### src/hw/psm_defs.svh
// object indices, field positions, words and reset values of the power state machine
`ifndef PSM_DEFS_SVH
`define PSM_DEFS_SVH
`define PSM_IDX_CTL 16'h6040
`define PSM_IDX_STAT 16'h6041
`define PSM_IDX_MODE 16'h6060
`define PSM_IDX_MODE_SHOWN 16'h6061
`define PSM_IDX_QS_OPT 16'h605a
`define PSM_IDX_HOLD 16'h3212
`define PSM_SUB_HOLD 8'h01
`define PSM_IDX_SUBMODE 16'h3202
`define PSM_IDX_STEP_MUL 16'h2057
`define PSM_IDX_STEP_DIV 16'h2058
`define PSM_CW_FR_BIT 7
`define PSM_SW_INDEX_BIT 15
`define PSM_SUBMODE_CL_BIT 0
`define PSM_MODE_CLKDIR 8'hff
`define PSM_MODE_RST 8'h00
`define PSM_QS_OPT_RST 16'h0002
`define PSM_STEP_MUL_RST 32'h00000001
`define PSM_STEP_DIV_RST 32'h00000001
`define PSM_CW_SHUTDOWN 16'h0006
`define PSM_CW_SWITCH_ON 16'h0007
`define PSM_CW_ENABLE_OP 16'h000f
`define PSM_CW_DISABLE_OP 16'h0007
`define PSM_CW_DIS_VOLT 16'h0000
`define PSM_CW_QSTOP 16'h0002
`define PSM_CW_FR_HIGH 16'h0080
`define PSM_SW_NOT_READY 16'h0000
`define PSM_SW_SW_DIS 16'h0040
`define PSM_SW_READY 16'h0021
`define PSM_SW_SW_ON 16'h0023
`define PSM_SW_OP_EN 16'h0027
`define PSM_SW_QSTOP 16'h0007
`define PSM_SW_FLT_REACT 16'h000f
`define PSM_SW_FAULT 16'h0008
`endif

### src/hw/psm_pkg.sv
// types shared by both ends of the power state machine link
package psm_pkg;
  typedef enum logic [2:0] {
    ST_NOT_READY, ST_SW_DIS, ST_READY, ST_SW_ON,
    ST_OP_EN, ST_QSTOP, ST_FLT_REACT, ST_FAULT
  } psm_state_t;
  typedef enum logic [1:0] {RAMP_NONE, RAMP_SLOW, RAMP_QUICK} psm_ramp_t;
  typedef enum logic [2:0] {
    CMD_SHUTDOWN, CMD_SWITCH_ON, CMD_ENABLE_OP, CMD_DISABLE_OP,
    CMD_DIS_VOLT, CMD_QSTOP, CMD_FAULT_RESET, CMD_CLOSED_LOOP
  } psm_cmd_t;
  typedef enum logic {HS_IDLE, HS_RISE} psm_host_st_t;
endpackage : psm_pkg

### src/hw/psm_if.sv
// object link between fieldbus master and drive
`timescale 1ns/100ps
interface psm_if;
  logic obj_wr;
  logic [15:0] obj_idx;
  logic [7:0] obj_sub;
  logic [31:0] obj_data;
  logic [15:0] status_word;
  logic [7:0] mode_shown;
  modport dev(input obj_wr, obj_idx, obj_sub, obj_data, output status_word, mode_shown);
  modport host(output obj_wr, obj_idx, obj_sub, obj_data, input status_word, mode_shown);
endinterface : psm_if

### src/hw/psm_device.sv
// drive end: control word decoder, power state machine and status word
`timescale 1ns/100ps
`include "psm_defs.svh"
// Operation
// - commands via control word, state via status
// - shutdown, switch on, enable operation decoding
// - disable voltage, quick stop, disable operation
// - fault reset only on bit 7 rise
// - status patterns for first four states
// - status patterns for remaining four states
// - self-test done enters switch on disabled
// - mode takes effect at operation enabled
// - mode writes only in three idle states
// - unrecoverable error locks not ready state
// - holding torque only when option is one
// - master sets submode bit before closed loop
// - status bit 15 after encoder index seen, while enc_commut is high
// - master refuses closed loop until auto setup done
// - clock-direction steps scaled by multiplier, divider
// - quick stop reaction per programmed option
module psm_device #(
  parameter int W = 32
) (
  input wire logic clk,
  input wire logic rst_n,
  psm_if.dev link,
  input wire logic selftest_ok,
  input wire logic unrecov_err,
  input wire logic recov_fault,
  input wire logic fault_react_done,
  input wire logic ramp_done,
  input wire logic enc_commut,
  input wire logic enc_index_pin,
  input wire logic step_pin,
  output psm_pkg::psm_state_t state,
  output logic power_on,
  output logic drive_on,
  output logic hold_torque,
  output psm_pkg::psm_ramp_t stop_ramp,
  output logic closed_loop,
  output logic [7:0] mode_active,
  output logic step_out
);
  import psm_pkg::*;

  typedef struct packed {
    psm_state_t st;
    logic locked;
    logic [15:0] ctl;
    logic fr_prev;
    logic [7:0] mode_req;
    logic [7:0] mode_act;
    logic [15:0] qs_opt;
    logic hold_opt;
    logic cl_sel;
    logic [W-1:0] mul;
    logic [W-1:0] div;
    logic [W:0] acc;
    logic step_prev;
    logic idx_seen;
    logic step_out;
    logic [15:0] status;
    logic power_on;
    logic drive_on;
    logic hold_torque;
    psm_ramp_t ramp;
  } psm_dev_t;

  psm_dev_t s;
  psm_dev_t next_s;
  logic idx_sync;
  logic step_sync;

  // ----------------------------------------------------------------
  // pin synchronisers
  // ----------------------------------------------------------------
  psm_sync3 u_sync_idx (
    .clk(clk),
    .rst_n(rst_n),
    .d(enc_index_pin),
    .q(idx_sync)
  );
  psm_sync3 u_sync_step (
    .clk(clk),
    .rst_n(rst_n),
    .d(step_pin),
    .q(step_sync)
  );

  // ----------------------------------------------------------------
  // next state
  // ----------------------------------------------------------------
  logic c7;
  logic cmd_dv;
  logic cmd_qs;
  logic cmd_sd;
  logic cmd_so;
  logic cmd_eo;
  logic fr_rise;
  logic mode_ok;
  logic [W:0] sum;

  always_comb begin
    next_s = s;
    next_s.step_out = 1'b0;
    c7 = s.ctl[`PSM_CW_FR_BIT];
    // commands only count with bit 7 low; x bits are not looked at
    cmd_dv = !c7 && !s.ctl[1];
    cmd_qs = !c7 && s.ctl[2:1] == 2'b01;
    cmd_sd = !c7 && s.ctl[2:0] == 3'b110;
    cmd_so = !c7 && s.ctl[3:0] == 4'b0111;
    cmd_eo = !c7 && s.ctl[3:0] == 4'b1111;
    fr_rise = c7 && !s.fr_prev;
    next_s.fr_prev = c7;
    mode_ok = s.st == ST_SW_DIS || s.st == ST_READY || s.st == ST_SW_ON;
    sum = '0;

    // object writes from the master
    if (link.obj_wr) begin
      case (link.obj_idx)
        `PSM_IDX_CTL: begin
          next_s.ctl = link.obj_data[15:0];
        end
        `PSM_IDX_MODE: begin
          if (mode_ok) begin
            next_s.mode_req = link.obj_data[7:0];
          end
        end
        `PSM_IDX_QS_OPT: begin
          next_s.qs_opt = link.obj_data[15:0];
        end
        `PSM_IDX_HOLD: begin
          if (link.obj_sub == `PSM_SUB_HOLD) begin
            next_s.hold_opt = link.obj_data == 32'h00000001;
          end
        end
        `PSM_IDX_SUBMODE: begin
          next_s.cl_sel = link.obj_data[`PSM_SUBMODE_CL_BIT];
        end
        `PSM_IDX_STEP_MUL: begin
          next_s.mul = link.obj_data[W-1:0];
        end
        `PSM_IDX_STEP_DIV: begin
          next_s.div = link.obj_data[W-1:0];
        end
        default: begin
        end
      endcase
    end

    // power state machine
    if (unrecov_err || s.locked) begin
      next_s.locked = 1'b1;
      next_s.st = ST_NOT_READY;
    end else if (recov_fault && s.st inside {ST_READY, ST_SW_ON, ST_OP_EN, ST_QSTOP}) begin
      next_s.st = ST_FLT_REACT;
    end else begin
      case (s.st)
        ST_NOT_READY: begin
          if (selftest_ok) begin
            next_s.st = ST_SW_DIS;
          end
        end
        ST_SW_DIS: begin
          if (cmd_sd) begin
            next_s.st = ST_READY;
          end
        end
        ST_READY: begin
          if (cmd_dv || cmd_qs) begin
            next_s.st = ST_SW_DIS;
          end else if (cmd_so) begin
            next_s.st = ST_SW_ON;
          end
        end
        ST_SW_ON: begin
          if (cmd_dv || cmd_qs) begin
            next_s.st = ST_SW_DIS;
          end else if (cmd_sd) begin
            next_s.st = ST_READY;
          end else if (cmd_eo) begin
            next_s.st = ST_OP_EN;
            next_s.mode_act = s.mode_req;
          end
        end
        ST_OP_EN: begin
          if (cmd_dv) begin
            next_s.st = ST_SW_DIS;
          end else if (cmd_qs) begin
            next_s.st = ST_QSTOP;
          end else if (cmd_sd) begin
            next_s.st = ST_READY;
          end else if (cmd_so) begin
            next_s.st = ST_SW_ON;
          end
        end
        ST_QSTOP: begin
          if (cmd_dv) begin
            next_s.st = ST_SW_DIS;
          end else if (s.ramp != RAMP_NONE && ramp_done) begin
            next_s.st = ST_SW_DIS;
          end
        end
        ST_FLT_REACT: begin
          if (fault_react_done) begin
            next_s.st = ST_FAULT;
          end
        end
        ST_FAULT: begin
          if (fr_rise) begin
            next_s.st = ST_SW_DIS;
          end
        end
        default: begin
          next_s.st = ST_NOT_READY;
        end
      endcase
    end

    // quick stop reaction, latched on entry
    if (next_s.st == ST_QSTOP && s.st != ST_QSTOP) begin
      case (s.qs_opt)
        16'h0001: next_s.ramp = RAMP_SLOW;
        16'h0002: next_s.ramp = RAMP_QUICK;
        default: next_s.ramp = RAMP_NONE;
      endcase
    end else if (next_s.st != ST_QSTOP) begin
      next_s.ramp = RAMP_NONE;
    end

    // clock-direction step scaling
    next_s.step_prev = step_sync;
    if (s.st == ST_OP_EN && s.mode_act == `PSM_MODE_CLKDIR && step_sync && !s.step_prev) begin
      sum = s.acc + {1'b0, s.mul};
      if (s.div != '0 && sum >= {1'b0, s.div}) begin
        next_s.acc = sum - {1'b0, s.div};
        next_s.step_out = 1'b1;
      end else begin
        next_s.acc = sum;
      end
    end

    if (idx_sync) begin
      next_s.idx_seen = 1'b1;
    end

    // outputs follow the new state in the same cycle
    case (next_s.st)
      ST_SW_DIS: next_s.status = `PSM_SW_SW_DIS;
      ST_READY: next_s.status = `PSM_SW_READY;
      ST_SW_ON: next_s.status = `PSM_SW_SW_ON;
      ST_OP_EN: next_s.status = `PSM_SW_OP_EN;
      ST_QSTOP: next_s.status = `PSM_SW_QSTOP;
      ST_FLT_REACT: next_s.status = `PSM_SW_FLT_REACT;
      ST_FAULT: next_s.status = `PSM_SW_FAULT;
      default: next_s.status = `PSM_SW_NOT_READY;
    endcase
    next_s.status[`PSM_SW_INDEX_BIT] = enc_commut && next_s.idx_seen;
    next_s.power_on = next_s.st inside {ST_SW_ON, ST_OP_EN, ST_QSTOP};
    next_s.drive_on = next_s.st == ST_OP_EN || (next_s.st == ST_QSTOP && next_s.ramp != RAMP_NONE);
    next_s.hold_torque = next_s.st == ST_SW_ON && next_s.hold_opt;
  end

  // ----------------------------------------------------------------
  // state register
  // ----------------------------------------------------------------
  always_ff @(posedge clk) begin
    if (!rst_n) begin
      s <= '0;
      s.st <= ST_NOT_READY;
      s.mode_req <= `PSM_MODE_RST;
      s.mode_act <= `PSM_MODE_RST;
      s.qs_opt <= `PSM_QS_OPT_RST;
      s.mul <= W'(`PSM_STEP_MUL_RST);
      s.div <= W'(`PSM_STEP_DIV_RST);
      s.ramp <= RAMP_NONE;
      s.status <= `PSM_SW_NOT_READY;
    end else begin
      s <= next_s;
    end
  end

  assign link.status_word = s.status;
  assign link.mode_shown = s.mode_act;
  assign state = s.st;
  assign power_on = s.power_on;
  assign drive_on = s.drive_on;
  assign hold_torque = s.hold_torque;
  assign stop_ramp = s.ramp;
  assign closed_loop = s.cl_sel;
  assign mode_active = s.mode_act;
  assign step_out = s.step_out;
endmodule : psm_device

### src/hw/psm_sync3.sv
// three-stage pin synchroniser, output changes once stages two and three agree
`timescale 1ns/100ps
module psm_sync3 (
  input wire logic clk,
  input wire logic rst_n,
  input wire logic d,
  output logic q
);
  typedef struct packed {
    logic [2:0] r;
    logic q;
  } psm_sync_t;
  psm_sync_t s;
  psm_sync_t next_s;
  always_comb begin
    next_s = s;
    next_s.r = {s.r[1:0], d};
    if (s.r[1] == s.r[2]) begin
      next_s.q = s.r[2];
    end
  end
  always_ff @(posedge clk) begin
    if (!rst_n) begin
      s <= '0;
    end else begin
      s <= next_s;
    end
  end
  assign q = s.q;
endmodule : psm_sync3

### src/flat_wrapper.sv
// flat-port wrapper written by rule: the top's interface ports become plain ports
module psm_device_flat import psm_pkg::*;
#(
  parameter int W = 32
)
  (clk, rst_n, selftest_ok, unrecov_err, recov_fault, fault_react_done, ramp_done, enc_commut, enc_index_pin, step_pin, state, power_on, drive_on, hold_torque, stop_ramp, closed_loop, mode_active, step_out, link_obj_wr, link_obj_idx, link_obj_sub, link_obj_data, link_status_word, link_mode_shown);
  psm_if link_i ();
  input wire logic clk;
  input wire logic rst_n;
  input wire logic selftest_ok;
  input wire logic unrecov_err;
  input wire logic recov_fault;
  input wire logic fault_react_done;
  input wire logic ramp_done;
  input wire logic enc_commut;
  input wire logic enc_index_pin;
  input wire logic step_pin;
  output psm_pkg::psm_state_t state;
  output logic power_on;
  output logic drive_on;
  output logic hold_torque;
  output psm_pkg::psm_ramp_t stop_ramp;
  output logic closed_loop;
  output logic [7:0] mode_active;
  output logic step_out;
  input wire logic [$bits(link_i.obj_wr)-1:0] link_obj_wr;
  input wire logic [$bits(link_i.obj_idx)-1:0] link_obj_idx;
  input wire logic [$bits(link_i.obj_sub)-1:0] link_obj_sub;
  input wire logic [$bits(link_i.obj_data)-1:0] link_obj_data;
  output wire logic [$bits(link_i.status_word)-1:0] link_status_word;
  output wire logic [$bits(link_i.mode_shown)-1:0] link_mode_shown;
  assign link_i.obj_wr = link_obj_wr;
  assign link_i.obj_idx = link_obj_idx;
  assign link_i.obj_sub = link_obj_sub;
  assign link_i.obj_data = link_obj_data;
  assign link_status_word = link_i.status_word;
  assign link_mode_shown = link_i.mode_shown;
  psm_device #(.W(W)) u_core (.clk(clk), .rst_n(rst_n), .link(link_i), .selftest_ok(selftest_ok), .unrecov_err(unrecov_err), .recov_fault(recov_fault), .fault_react_done(fault_react_done), .ramp_done(ramp_done), .enc_commut(enc_commut), .enc_index_pin(enc_index_pin), .step_pin(step_pin), .state(state), .power_on(power_on), .drive_on(drive_on), .hold_torque(hold_torque), .stop_ramp(stop_ramp), .closed_loop(closed_loop), .mode_active(mode_active), .step_out(step_out));
endmodule
### config.mk
export PLATFORM = sky130hd
export DESIGN_NAME = psm_device_flat
export DESIGN_NICKNAME = d
export VERILOG_FILES = /design/src/hw/psm_pkg.sv /design/src/hw/psm_if.sv /design/src/hw/psm_device.sv /design/src/hw/psm_sync3.sv /design/src/flat_wrapper.sv
export VERILOG_INCLUDE_DIRS = /design/src /design/src/hw
export SDC_FILE = /design/constraint.sdc
export NUM_CORES = 1
export LEC_CHECK = 0
export BUFFER_PORTS_ARGS = -buffer_cell sky130_fd_sc_hd__buf_2
export CELL_PAD_IN_SITES_DETAIL_PLACEMENT = 1
export CELL_PAD_IN_SITES_GLOBAL_PLACEMENT = 1
export CORE_UTILIZATION = 35
export DETAILED_ROUTE_END_ITERATION = 8
export PLACE_DENSITY_LB_ADDON = 0.25
export SLEW_MARGIN = 20
export SYNTH_ARGS = -nofsm -noshare
export SYNTH_HDL_FRONTEND = slang
export SYNTH_SLANG_ARGS = --single-unit
### constraint.sdc
create_clock -name clk -period 12 [get_ports clk]
set_input_delay 0.6 -clock clk [delete_from_list [all_inputs] [get_ports clk]]
set_output_delay 0.6 -clock clk [all_outputs]
set_load 0.01 [all_outputs]
After elaboration in Yosys (flattened, before gate mapping):

Index checks and enable logic that the tools add are counted.

* bits in registers: 176
* input port bits: 67
* output and inout bits: 42
* logic and storage cells: 134

* add/subtract/negate cells: 2
* order comparisons: 1
* equality and inequality tests: 34
* mux-type cells: 30
* bitwise logic cells: 4
* reduce and logical (&&, ||, !) cells: 39

Operators by type and width (number)
* 66-bit 2-to-1 mux: 1
* 16-bit by 14-bit == test with 1-bit output (second input constant): 4
* 32-bit 2-to-1 mux: 2
* 7-bit one-hot mux with 7 select lines: 1
* 16-bit by 15-bit == test with 1-bit output (second input constant): 3
* 3-bit 2-to-1 mux: 16
* 33-bit by 32-bit adder with 33-bit output: 1
* 33-bit by 32-bit greater-or-equal comparator with 1-bit output: 1
* 33-bit 2-to-1 mux: 1
* 33-bit by 32-bit subtractor with 33-bit output: 1
* 32-bit by 1-bit == test with 1-bit output (second input constant): 1
* 32-bit nonzero test: 1
* 3-bit == test (second input constant): 9
* 3-bit one-hot mux with 8 select lines: 1
* 16-bit by 1-bit == test with 1-bit output (second input constant): 1
* 16-bit by 2-bit == test with 1-bit output (second input constant): 1
* 1-bit logical AND: 16
* 3-bit by 2-bit == test with 1-bit output (second input constant): 4
* 2-bit AND reduction: 6
* 8-bit by 1-bit == test with 1-bit output (second input constant): 1
* 8-bit == test (second input constant): 1
* 3-bit by 1-bit == test with 1-bit output (second input constant): 2
* 3-bit != test (second input constant): 2
* 6-bit AND reduction: 1
* other kinds (15): 32

Depth between registers and ports, before layout:

Gate-level depths: netlist of run 1.

* depth after elaboration: 15
* mapped depth: 22
* mapped depth without buffers: 21

Modules after synthesis:

A second synthesis of run 1 with hierarchy kept.

* cells, all modules: 1297
* area, all modules: 10308.6 um2

By module, submodules not included
* psm_device: times used 1, cells an instance 1277, area an instance 10075.9 um2, sequential area each 3123.0 um2
* psm_sync3: times used 2, cells an instance 10, area an instance 116.4 um2, sequential area each 80.1 um2

Worst setup path before layout of run 1:

Ideal clock, no wire load.

* path kind: register to register
* from: reg u_core.s[24] (netlist name)
* to: reg u_core.s[43] (netlist name)
* setup time: 133 ps
* arrival time: 4859 ps
* data required time: 11867 ps
* setup slack: 7008 ps
* stages on the path, launching flop included: 21
* buffers on the path: 2
* period minus slack after synthesis: 4992 ps
* cell sequence: dfxtp_1 -> ha_1 -> fa_1 -> a211oi_1 -> o21ai_0 -> o21ai_0 -> a21oi_1 -> o21ai_0 -> a21o_1 -> nand2_1 -> o311ai_0 -> ha_1 -> clkbuf_1 -> nand2_1 -> or3_1 -> o41ai_4 -> a41oi_2 -> a31oi_4 -> buf_8 -> mux2i_1 -> o22ai_1

* word-level cells in the longest chain between the ends: 4
* elaborated cells on any way between the ends: 5
* those cells by class: 2 x add/sub; 1 x order compare; 1 x mux; 1 x reduce/logical

RTL lines
* start: declaration: RTL line psm_device.sv:69 `psm_dev_t s;`
* start signal: assignment: RTL line psm_device.sv:279 `s <= next_s;`
* 33-bit by 32-bit adder with 33-bit output *: RTL line psm_device.sv:234 `sum = s.acc + {1'b0, s.mul};`
* 33-bit by 32-bit greater-or-equal comparator with 1-bit output: RTL line psm_device.sv:235 `if (s.div != '0 && sum >= {1'b0, s.div}) begin`
* 1-bit logical AND: RTL line psm_device.sv:235
* 33-bit 2-to-1 mux *: RTL line psm_device.sv:235

Every way passes the cells marked *; elsewhere a longest branch is shown, timed or not.
A chain may end at the register's enable or synchronous reset.

Final worst setup path of run 1:

* from: reg u_core.s[24] (netlist name)
* to: reg u_core.s[24] (netlist name)

Same word-level chain as after synthesis.

==> results.json, run 1 <==
{
  "drc_errors": 0,
  "critical_path_arrival_ns": 6.98,
  "place_area_um2": 11000,
  "netlist_instances": 1308,
  "yosys_warnings": 0,
  "holdPathStages": 2,
  "cp_max_fo": 22,
  "diodes": 0,
  "tightest_slew_ns": 0.903,
  "fin_total_pwr_uw": 1160,
  "status": "finished clean",
  "die_area_um2": 30600,
  "wl_per_cell_um": 17.9,
  "final_util": 0.400,
  "cts_hold_buf": 0,
  "grt_max_degree": 90,
  "crit_path_end_kind": "register",
  "cts_buffers": 17,
  "insertion_delay_ns": 0.45,
  "max-cap-violations": 0,
  "dp_slack_ns": 5.46,
  "hold_path_class": "in -> reg",
  "start_util": 0.360,
  "clk_pin_slew_ns": 0.07,
  "drive_above_1_share": 0.115,
  "post-route-min-period_ns": 6.61,
  "grt_pass1_wl_mm": 50.9,
  "clock_skew_ns": 0.0128,
  "gp_congestion": 0.847,
  "areaGrowthSynthToFinish_pct": 10.9,
  "synth-seq-cells": 164,
  "slew_violations": 0,
  "port_buffers": 99,
  "vias_per_cell": 5.33,
  "setup_viol": 0,
  "setup_ws_ns": 5.39,
  "hold_violations": 0,
  "final_area_um2": 11600,
  "cts_tree": "done",
  "rr_worst_depth": 19,
  "rsz0062_at_grt": "false",
  "min_period_over_period": 0.551,
  "antenna_found_initial": 0,
  "setup_tns_ns": 0,
  "dp_hpwl_mm": 23.5,
  "syn_avg_cell_area_um2": 8.01,
  "grt_util_all_layers": 0.210,
  "grt_pass1_vias": 9370,
  "design.core.area_um2": 29100,
  "cts-root-buf": "clkbuf_16",
  "syn-cell-area_um2": 10500,
  "num-fill-cells": 3550,
  "dr.pass1.iters": 5,
  "grt_overflow": 0,
  "drt_wl_total_mm": 31.3,
  "cp-start-kind": "register",
  "clock.fmax_ghz": 0.151,
  "fp-row-count": 62,
  "h-tree-depth": 4,
  "power_density_nw_per_um2": 99.4,
  "synthArstFlopShare": 0,
  "slew-limit-headroom": 0.393,
  "ys_seq_area_frac": 0.313,
  "synth_ff_type": "dfxtp_1",
  "cts_post_setup_buffers_inserted": 0,
  "io_pins": 109,
  "synth_edf_count": 0,
  "worst_ir_drop_vdd_mv": 0.0867,
  "num_vias": 9307,
  "cts_resized": 0,
  "die_h_um": 175,
  "ys_types": 68,
  "cts_sinks": 164,
  "worstSetupPathType": "reg -> reg",
  "cp.required_ns": 12.37,
  "postRouteAntennaNets": 0,
  "first_iter_violations": 433,
  "dieWidth_um": 175,
  "ctsLongestPathBuffers": 2,
  "fin_nets": 1485,
  "p_leak_uw": 0.00492
}
[power by group]
group | total (µW) | leakage [µW] | switching, µW | internal [µW]
registers | 546 | 0.00132 | 0.820 | 545
clock network | 570 | 0.000289 | 257 | 313
logic | 39.5 | 0.00331 | 24.0 | 15.5
total | 1160 | 0.00492 | 282 | 873
[metal layers]
layer  vias up  share of wire  GRT usage  routed length (µm)
met3        34          0.025     0.0318                 769
met2       110           0.46      0.338               14300
met5         -              0          0                   0
li1       4652              -          -                   -
met4         0          0.019     0.0627                 584
met1      4511           0.50      0.288               15600
[through the flow]
stage               std cells  hold slack [ns]
finish                   1745            0.360
detailed placement       1714            0.427
CTS                      1745            0.344
global route             1745            0.356
global placement         1714            0.416
floorplan                1316            0.412
[synthesized netlist by cell type, types with 8 or more instances]
cell type  count  area share
a211oi_1      13      0.0093
a21boi_0      85       0.061
a21o_1        32       0.023
a21oi_1       84       0.040
a31oi_1       11      0.0066
and2_1        18       0.011
and3_1        10      0.0060
buf_4         37       0.027
clkbuf_1      51       0.018
dfxtp_1      164        0.31
ha_1          67       0.080
inv_1         55       0.020
mux2i_1       53       0.051
nand2_1      229       0.082
nand2b_1       8      0.0048
nand3_1       24       0.011
nand4_1       15      0.0090
nor2_1        55       0.020
nor2b_1       30       0.018
nor3_1        14      0.0067
nor4_1        23       0.014
o211ai_1      10      0.0072
o21a_1         9      0.0064
o21ai_0       67       0.032
xnor2_1       37       0.031
xor2_1        17       0.014
[final timing paths]
check	slack (ns)	endpoint	startpoint
worst max-delay path	5.39	u_core.s[24]	u_core.s[24]
worst min-delay path	0.36	u_core.link.status_word[15]	enc_commut
worst max register to register	5.39	u_core.s[24]	u_core.s[24]
worst min register to register	0.44	u_core.u_sync_step.next_s[3]	u_core.u_sync_step.next_s[2]
[area by class of cell]
cell class                      instances  area (µm²)  share of cell area
Sequential cell                       164        3280               0.282
Multi-Input combinational cell       1005        6520               0.560
Inverter                               55         206              0.0178
Clock buffer                           17         425              0.0366
Clock inverter                         14         165              0.0142
Tap cell                              384         480              0.0413
Timing Repair Buffer                  106         551              0.0473
[sequential cells by signal, summed over array words and instances, names as in the netlist, 2 cells and up]
| signal | flops |
|---|---|
| u_core.s | 130 |
| u_core.link.mode_shown | 8 |
| u_core.link.status_word | 7 |
| u_core.state | 3 |
| u_core.stop_ramp | 2 |
| u_core.u_sync_idx.next_s | 2 |
| u_core.u_sync_step.next_s | 2 |
[critical path: stages, from the launching register on]
cell	delay, ns
dfxtp_1	0.32
ha_1	0.23
fa_1	0.44
a211oi_1	0.24
o21ai_0	0.24
o21ai_0	0.52
a21oi_1	0.23
o21ai_0	0.29
a21o_1	0.18
nand2_1	0.07
o311ai_0	0.52
ha_1	0.37
nand2_1	0.10
or3_1	0.43
o41ai_4	0.44
a41oi_2	0.24
a31oi_4	0.70
buf_4	0.46
mux2_1	0.36
o22ai_1	0.14
[kinds of logic after synthesis]
family          synth area share
mux                       0.0517
fa+ha+maj                 0.0838
flops                      0.313
simple gates               0.208
other cells             0.000358
buf+inv                   0.0688
xor+xnor                  0.0451
compound gates             0.229
[layout by cell type (no fill, tap or decap), types with 4 or more instances in the layout]
cell and instances:
buf_4 8, nand4b_1 4, clkbuf_16 17, xor2_1 17, o211ai_1 10, buf_2 98
inv_6 6, a211o_1 5, or4_1 4, nor2_1 55, a211oi_1 13, a21oi_1 84
o21bai_1 5, nor4_1 22, dfxtp_1 164, and3_1 10, nor2b_1 30, mux2i_1 53
ha_1 67, nor3_1 14, nand2b_1 8, and2_1 17, a31oi_1 11, nand3_1 24
a221oi_1 4, xnor2_1 37, o21ai_0 67, o22ai_1 6, nand4_1 15, nand2_1 229
conb_1 9, or3_1 4, o21a_1 9, a21o_1 32, inv_1 55, a21boi_0 85
No activity file was read; power rests on OpenSTA's default activity.
==> run 2, diff against run 1 <==
==> constraint.sdc (replaced) <==
create_clock -name clk -period 6.8 [get_ports clk]
set_input_delay 0.34 -clock clk [delete_from_list [all_inputs] [get_ports clk]]
set_output_delay 0.34 -clock clk [all_outputs]
set_load 0.01 [all_outputs]
==> run 2 against run 1 <==
Setup slack lost 4.8 ns. Die area unchanged. Core utilization rose by 0.13 points. Worst hold slack got worse by 0.26 ns. Register-to-register slack got worse by 4.8 ns. Cell count about the same.
==> results.json, run 2 (same netlist as run 1, synthesis figures left out) <==
{
  "rsz0062_at_grt": "false",
  "io_pins": 109,
  "cts-root-buf": "clkbuf_16",
  "grt_pass1_wl_mm": 51.5,
  "dr.pass1.iters": 5,
  "worstSetupPathType": "reg -> reg",
  "ctsLongestPathBuffers": 2,
  "dp_hpwl_mm": 23.5,
  "vias_per_cell": 5.36,
  "h-tree-depth": 4,
  "port_buffers": 99,
  "worst_ir_drop_vdd_mv": 0.124,
  "power_density_nw_per_um2": 179,
  "grt_max_degree": 90,
  "final_util": 0.401,
  "max-cap-violations": 0,
  "largest_register_ffs": 130,
  "design.core.area_um2": 29100,
  "cts_resized": 0,
  "hold_violations": 0,
  "clk_pin_slew_ns": 0.07,
  "cp.required_ns": 7.16,
  "crit_path_end_kind": "register",
  "setup_tns_ns": 0,
  "clock_skew_ns": 0.0158,
  "rr_endpoint": "u_core.s[24]",
  "slew_violations": 0,
  "grt_util_all_layers": 0.211,
  "die_area_um2": 30600,
  "r2r-start": "u_core.s[24]",
  "setup_viol": 0,
  "start_util": 0.360,
  "holdPathStages": 2,
  "tightest_slew_ns": 0.930,
  "drive_above_1_share": 0.116,
  "critPathMostFrequentCell": "o21ai_0",
  "critPathMaxStageDelay_ns": 0.57,
  "rrSetupSlack_ns": 0.62,
  "hold_path_class": "in -> reg",
  "insertion_delay_ns": 0.44,
  "wl_per_cell_um": 18.0,
  "drc_errors": 0,
  "slew-limit-headroom": 0.375,
  "die_h_um": 175,
  "dieWidth_um": 175,
  "slowest_stage": "o21ai_0",
  "fp-row-count": 62,
  "regMostFlops": "u_core.s",
  "post-route-min-period_ns": 6.18,
  "status": "finished clean",
  "min_period_over_period": 0.909,
  "crit_end": "u_core.s[24]",
  "critical_path_arrival_ns": 6.54,
  "first_iter_violations": 436,
  "fin_nets": 1486,
  "setup_ws_ns": 0.618,
  "p_leak_uw": 0.00494,
  "crit_chain": "ha_1, fa_1, a211oi_1, o21ai_0, o21ai_0, a21oi_1, o21ai_0, a21o_1, nand2_1, o311ai_0, ha_1, nand2_1, or3_1, o41ai_4, a41oi_2, a31oi_4, buf_4, mux2_1, o22ai_1",
  "rr_worst_depth": 19,
  "drt_wl_total_mm": 31.5,
  "cp_max_fo": 25,
  "cts_tree": "done",
  "num-fill-cells": 3544,
  "mostFrequentLayoutCells": "229 x nand2_1, 164 x dfxtp_1, 98 x buf_2",
  "cts_buffers": 17,
  "gp_congestion": 0.850,
  "antenna_found_initial": 0,
  "grt_pass1_vias": 9626,
  "crit_start": "u_core.s[24]",
  "cp-start-kind": "register",
  "dp_slack_ns": 0.750,
  "num_vias": 9360,
  "postRouteAntennaNets": 0,
  "diodes": 0,
  "grt_overflow": 0,
  "cts_hold_buf": 0,
  "areaGrowthSynthToFinish_pct": 11.3,
  "cts_sinks": 164,
  "final_common_cell": "nand2_1",
  "clock.fmax_ghz": 0.162,
  "fin_total_pwr_uw": 2080,
  "cts_post_setup_buffers_inserted": 0
}
-- run 2: cell types whose count changed in the layout (fill, tap and decap cells not counted), sizes merged --
cell      delta
clkinv       +3
inv          -3
bufinv       +1
clkinvlp     -1
buf          +1
-- run 2: final cells by class --
class,instances,area (µm²),share of cell area
clock inverters,14,196,0.0168
clock buffers,17,425,0.0365
well taps,384,480,0.0412
flip-flops and latches,164,3280,0.281
inverters,55,206,0.0177
repair buffers,107,558,0.0478
multi-input cells,1005,6520,0.559
-- run 2: routing by layer --
layer / vias to the layer above / track usage / share of wire
met5: - / 0 / 0
met3: 32 / 0.0252 / 0.023
met4: 0 / 0.0587 / 0.016
met1: 4544 / 0.287 / 0.50
li1: 4663 / - / -
met2: 121 / 0.347 / 0.46
-- run 2: through the flow --
step | cell area, µm² | cells | hold slack (ns)
finish | 11700 | 1746 | 0.102
global route | 11700 | 1746 | 0.101
CTS | 11700 | 1746 | 0.0900
detailed placement | 11000 | 1715 | 0.429
global placement | 11000 | 1715 | 0.422
floorplan | 10500 | 1316 | 0.412
-- run 2: worst max-delay path: cells and delay by family (launching register included) --
family          cells  cell delay [ns]
flops               1             0.32
fa+ha+maj           3             1.04
compound gates     11             3.36
mux                 1             0.36
buf+inv             1             0.39
simple gates        3             0.61
-- run 2: how the worst min path moves through the flow --
stage,from,end
2_1_floorplan,u_core.u_sync_idx.next_s[2],u_core.u_sync_idx.next_s[3]
3_3_place_gp,u_core.u_sync_idx.next_s[2],u_core.u_sync_idx.next_s[3]
3_5_place_dp,u_core.u_sync_step.next_s[2],u_core.u_sync_step.next_s[3]
4_1_cts,enc_commut,u_core.link.status_word[15]
5_1_grt,enc_commut,u_core.link.status_word[15]
6_report,enc_commut,u_core.link.status_word[15]
-- run 2: where the power goes --
group / switching [µW] / internal [µW] / leakage (µW)
combinational: 42.6 / 27.4 / 0.00331
sequential: 1.50 / 962 / 0.00132
clock: 460 / 590 / 0.000306
total: 504 / 1580 / 0.00494
==> run 3, diff against run 2 <==
--- a/config.mk
+++ b/config.mk
@@ -7,8 +7,7 @@
 export NUM_CORES = 1
 export LEC_CHECK = 0
 export BUFFER_PORTS_ARGS = -buffer_cell sky130_fd_sc_hd__buf_2
-export CELL_PAD_IN_SITES_DETAIL_PLACEMENT = 1
-export CELL_PAD_IN_SITES_GLOBAL_PLACEMENT = 1
+export CORE_MARGIN = 2
 export CORE_UTILIZATION = 35
 export DETAILED_ROUTE_END_ITERATION = 8
 export PLACE_DENSITY_LB_ADDON = 0.25
==> run 3 against run 2 <==
Power is 1.9% lower. Cell area about the same. Fmax decreased by 1.1%. Flip-flop and latch count stayed put. Clock power fell by 4%. Non-clock buffer count grew 1. Clock-buffer cell count grew 2. Die area increased by 2.3%. Via count shrank 1.5%.
==> results.json, run 3 (same netlist as run 1, synthesis figures left out) <==
{
  "areaGrowthSynthToFinish_pct": 11.3,
  "grt_util_all_layers": 0.186,
  "dp_slack_ns": 0.570,
  "power_density_nw_per_um2": 175,
  "num_vias": 9224,
  "cts_sinks": 164,
  "wl_per_cell_um": 16.3,
  "regMostFlops": "u_core.s",
  "critical_path_arrival_ns": 6.55,
  "clk_pin_slew_ns": 0.07,
  "die_area_um2": 31300,
  "mostFrequentLayoutCells": "229 x nand2_1, 164 x dfxtp_1, 98 x buf_2",
  "cts_post_setup_buffers_inserted": 0,
  "post-route-min-period_ns": 6.25,
  "cp.required_ns": 7.10,
  "cp-start-kind": "register",
  "dr.pass1.iters": 5,
  "r2r-start": "u_core.s[24]",
  "cts_hold_buf": 0,
  "dp_hpwl_mm": 21.0,
  "setup_tns_ns": 0,
  "start_util": 0.355,
  "h-tree-depth": 4,
  "clock_skew_ns": 0.0118,
  "max-cap-violations": 0,
  "largest_register_ffs": 130,
  "design.core.area_um2": 29600,
  "min_period_over_period": 0.920,
  "vias_per_cell": 5.26,
  "port_buffers": 99,
  "holdPathStages": 2,
  "slew_violations": 0,
  "p_leak_uw": 0.00493,
  "die_h_um": 177,
  "num-fill-cells": 3092,
  "crit_path_end_kind": "register",
  "cts_tree": "done",
  "drc_errors": 0,
  "grt_pass1_wl_mm": 46.4,
  "grt_overflow": 0,
  "rrSetupSlack_ns": 0.55,
  "final_common_cell": "nand2_1",
  "worstSetupPathType": "reg -> reg",
  "diodes": 0,
  "min_to": "u_core.link.status_word[15]",
  "cts-root-buf": "clkbuf_16",
  "cts_buffers": 17,
  "fp-row-count": 63,
  "cp_max_fo": 14,
  "antenna_found_initial": 0,
  "fin_nets": 1487,
  "hold_violations": 0,
  "rr_worst_depth": 19,
  "ctsLongestPathBuffers": 2,
  "grt_pass1_vias": 8666,
  "insertion_delay_ns": 0.44,
  "clock.fmax_ghz": 0.160,
  "slew-limit-headroom": 0.380,
  "rsz0062_at_grt": "false",
  "dieWidth_um": 177,
  "status": "finished clean",
  "holdCritStartpoint": "enc_commut",
  "rr_endpoint": "u_core.s[26]",
  "tightest_slew_ns": 0.930,
  "first_iter_violations": 702,
  "io_pins": 109,
  "setup_ws_ns": 0.547,
  "cts_resized": 0,
  "hold_path_class": "in -> reg",
  "gp_congestion": 0.845,
  "drt_wl_total_mm": 28.6,
  "setup_viol": 0,
  "grt_max_degree": 98,
  "drive_above_1_share": 0.116,
  "postRouteAntennaNets": 0,
  "worst_ir_drop_vdd_mv": 0.127
}
run 3: cell types whose count changed in the layout (fill, tap and decap cells not counted), moves of 2 or more:
cell	previous run	this run
clkinv_2	2	0
clkinvlp_4	0	2
clkinv_8	2	0
inv_8	1	3
run 3: routing by layer:
layer | track usage | part of all wire | vias up
met1 | 0.263 | 0.50 | 4298
met4 | 0.0606 | 0.021 | 0
li1 | - | - | 4668
met5 | 0 | 0 | -
met3 | 0.0273 | 0.044 | 36
met2 | 0.290 | 0.44 | 222
run 3: per-stage QoR:
stage	instance area, µm²	util	hold slack (ns)	power, µW	cells
floorplan	10500	-	0.412	1020	1316
global placement	11100	0.374	0.419	1050	1722
detailed placement	11100	0.374	0.422	1050	1722
CTS	11700	0.395	0.0769	2070	1754
global route	11700	0.395	0.101	2110	1754
finish	11700	0.395	0.0954	2040	1754
run 3: worst max path at each step:
stage                 startpoint           end  slack [ns]
floorplan           u_core.s[24]  u_core.s[43]        1.81
global placement    u_core.s[24]  u_core.s[26]        0.85
detailed placement  u_core.s[24]  u_core.s[26]        0.57
CTS                 u_core.s[24]  u_core.s[26]        0.53
global route        u_core.s[89]  u_core.s[35]        0.18
finish              u_core.s[24]  u_core.s[26]        0.55
run 3: worst max-delay path, stage by stage, from the launching register on:
cell	delay, ns
dfxtp_1	0.32
ha_1	0.23
fa_1	0.44
a211oi_1	0.26
o21ai_0	0.22
o21ai_0	0.51
a21oi_1	0.24
o21ai_0	0.30
a21o_1	0.19
nand2_1	0.07
o311ai_0	0.53
ha_1	0.37
nand2_1	0.11
or3_1	0.44
o41ai_4	0.45
a41oi_2	0.23
a31oi_4	0.51
buf_4	0.36
mux2i_1	0.22
o22ai_1	0.10
run 3: cell type report:
cell class	instances	area, µm²	area share
Multi-Input combinational cell	1005	6520	0.559
Sequential cell	164	3280	0.282
Timing Repair Buffer	108	566	0.0485
Tap cell	390	488	0.0418
Clock buffer	19	443	0.0380
Inverter	55	206	0.0177
Clock inverter	13	161	0.0138
run 3: power by group:
group / leakage [µW] / switching [µW] / internal (µW)
sequential: 0.00132 / 1.38 / 962
clock: 0.000291 / 446 / 564
combinational: 0.00332 / 41.6 / 27.4
total: 0.00493 / 489 / 1550
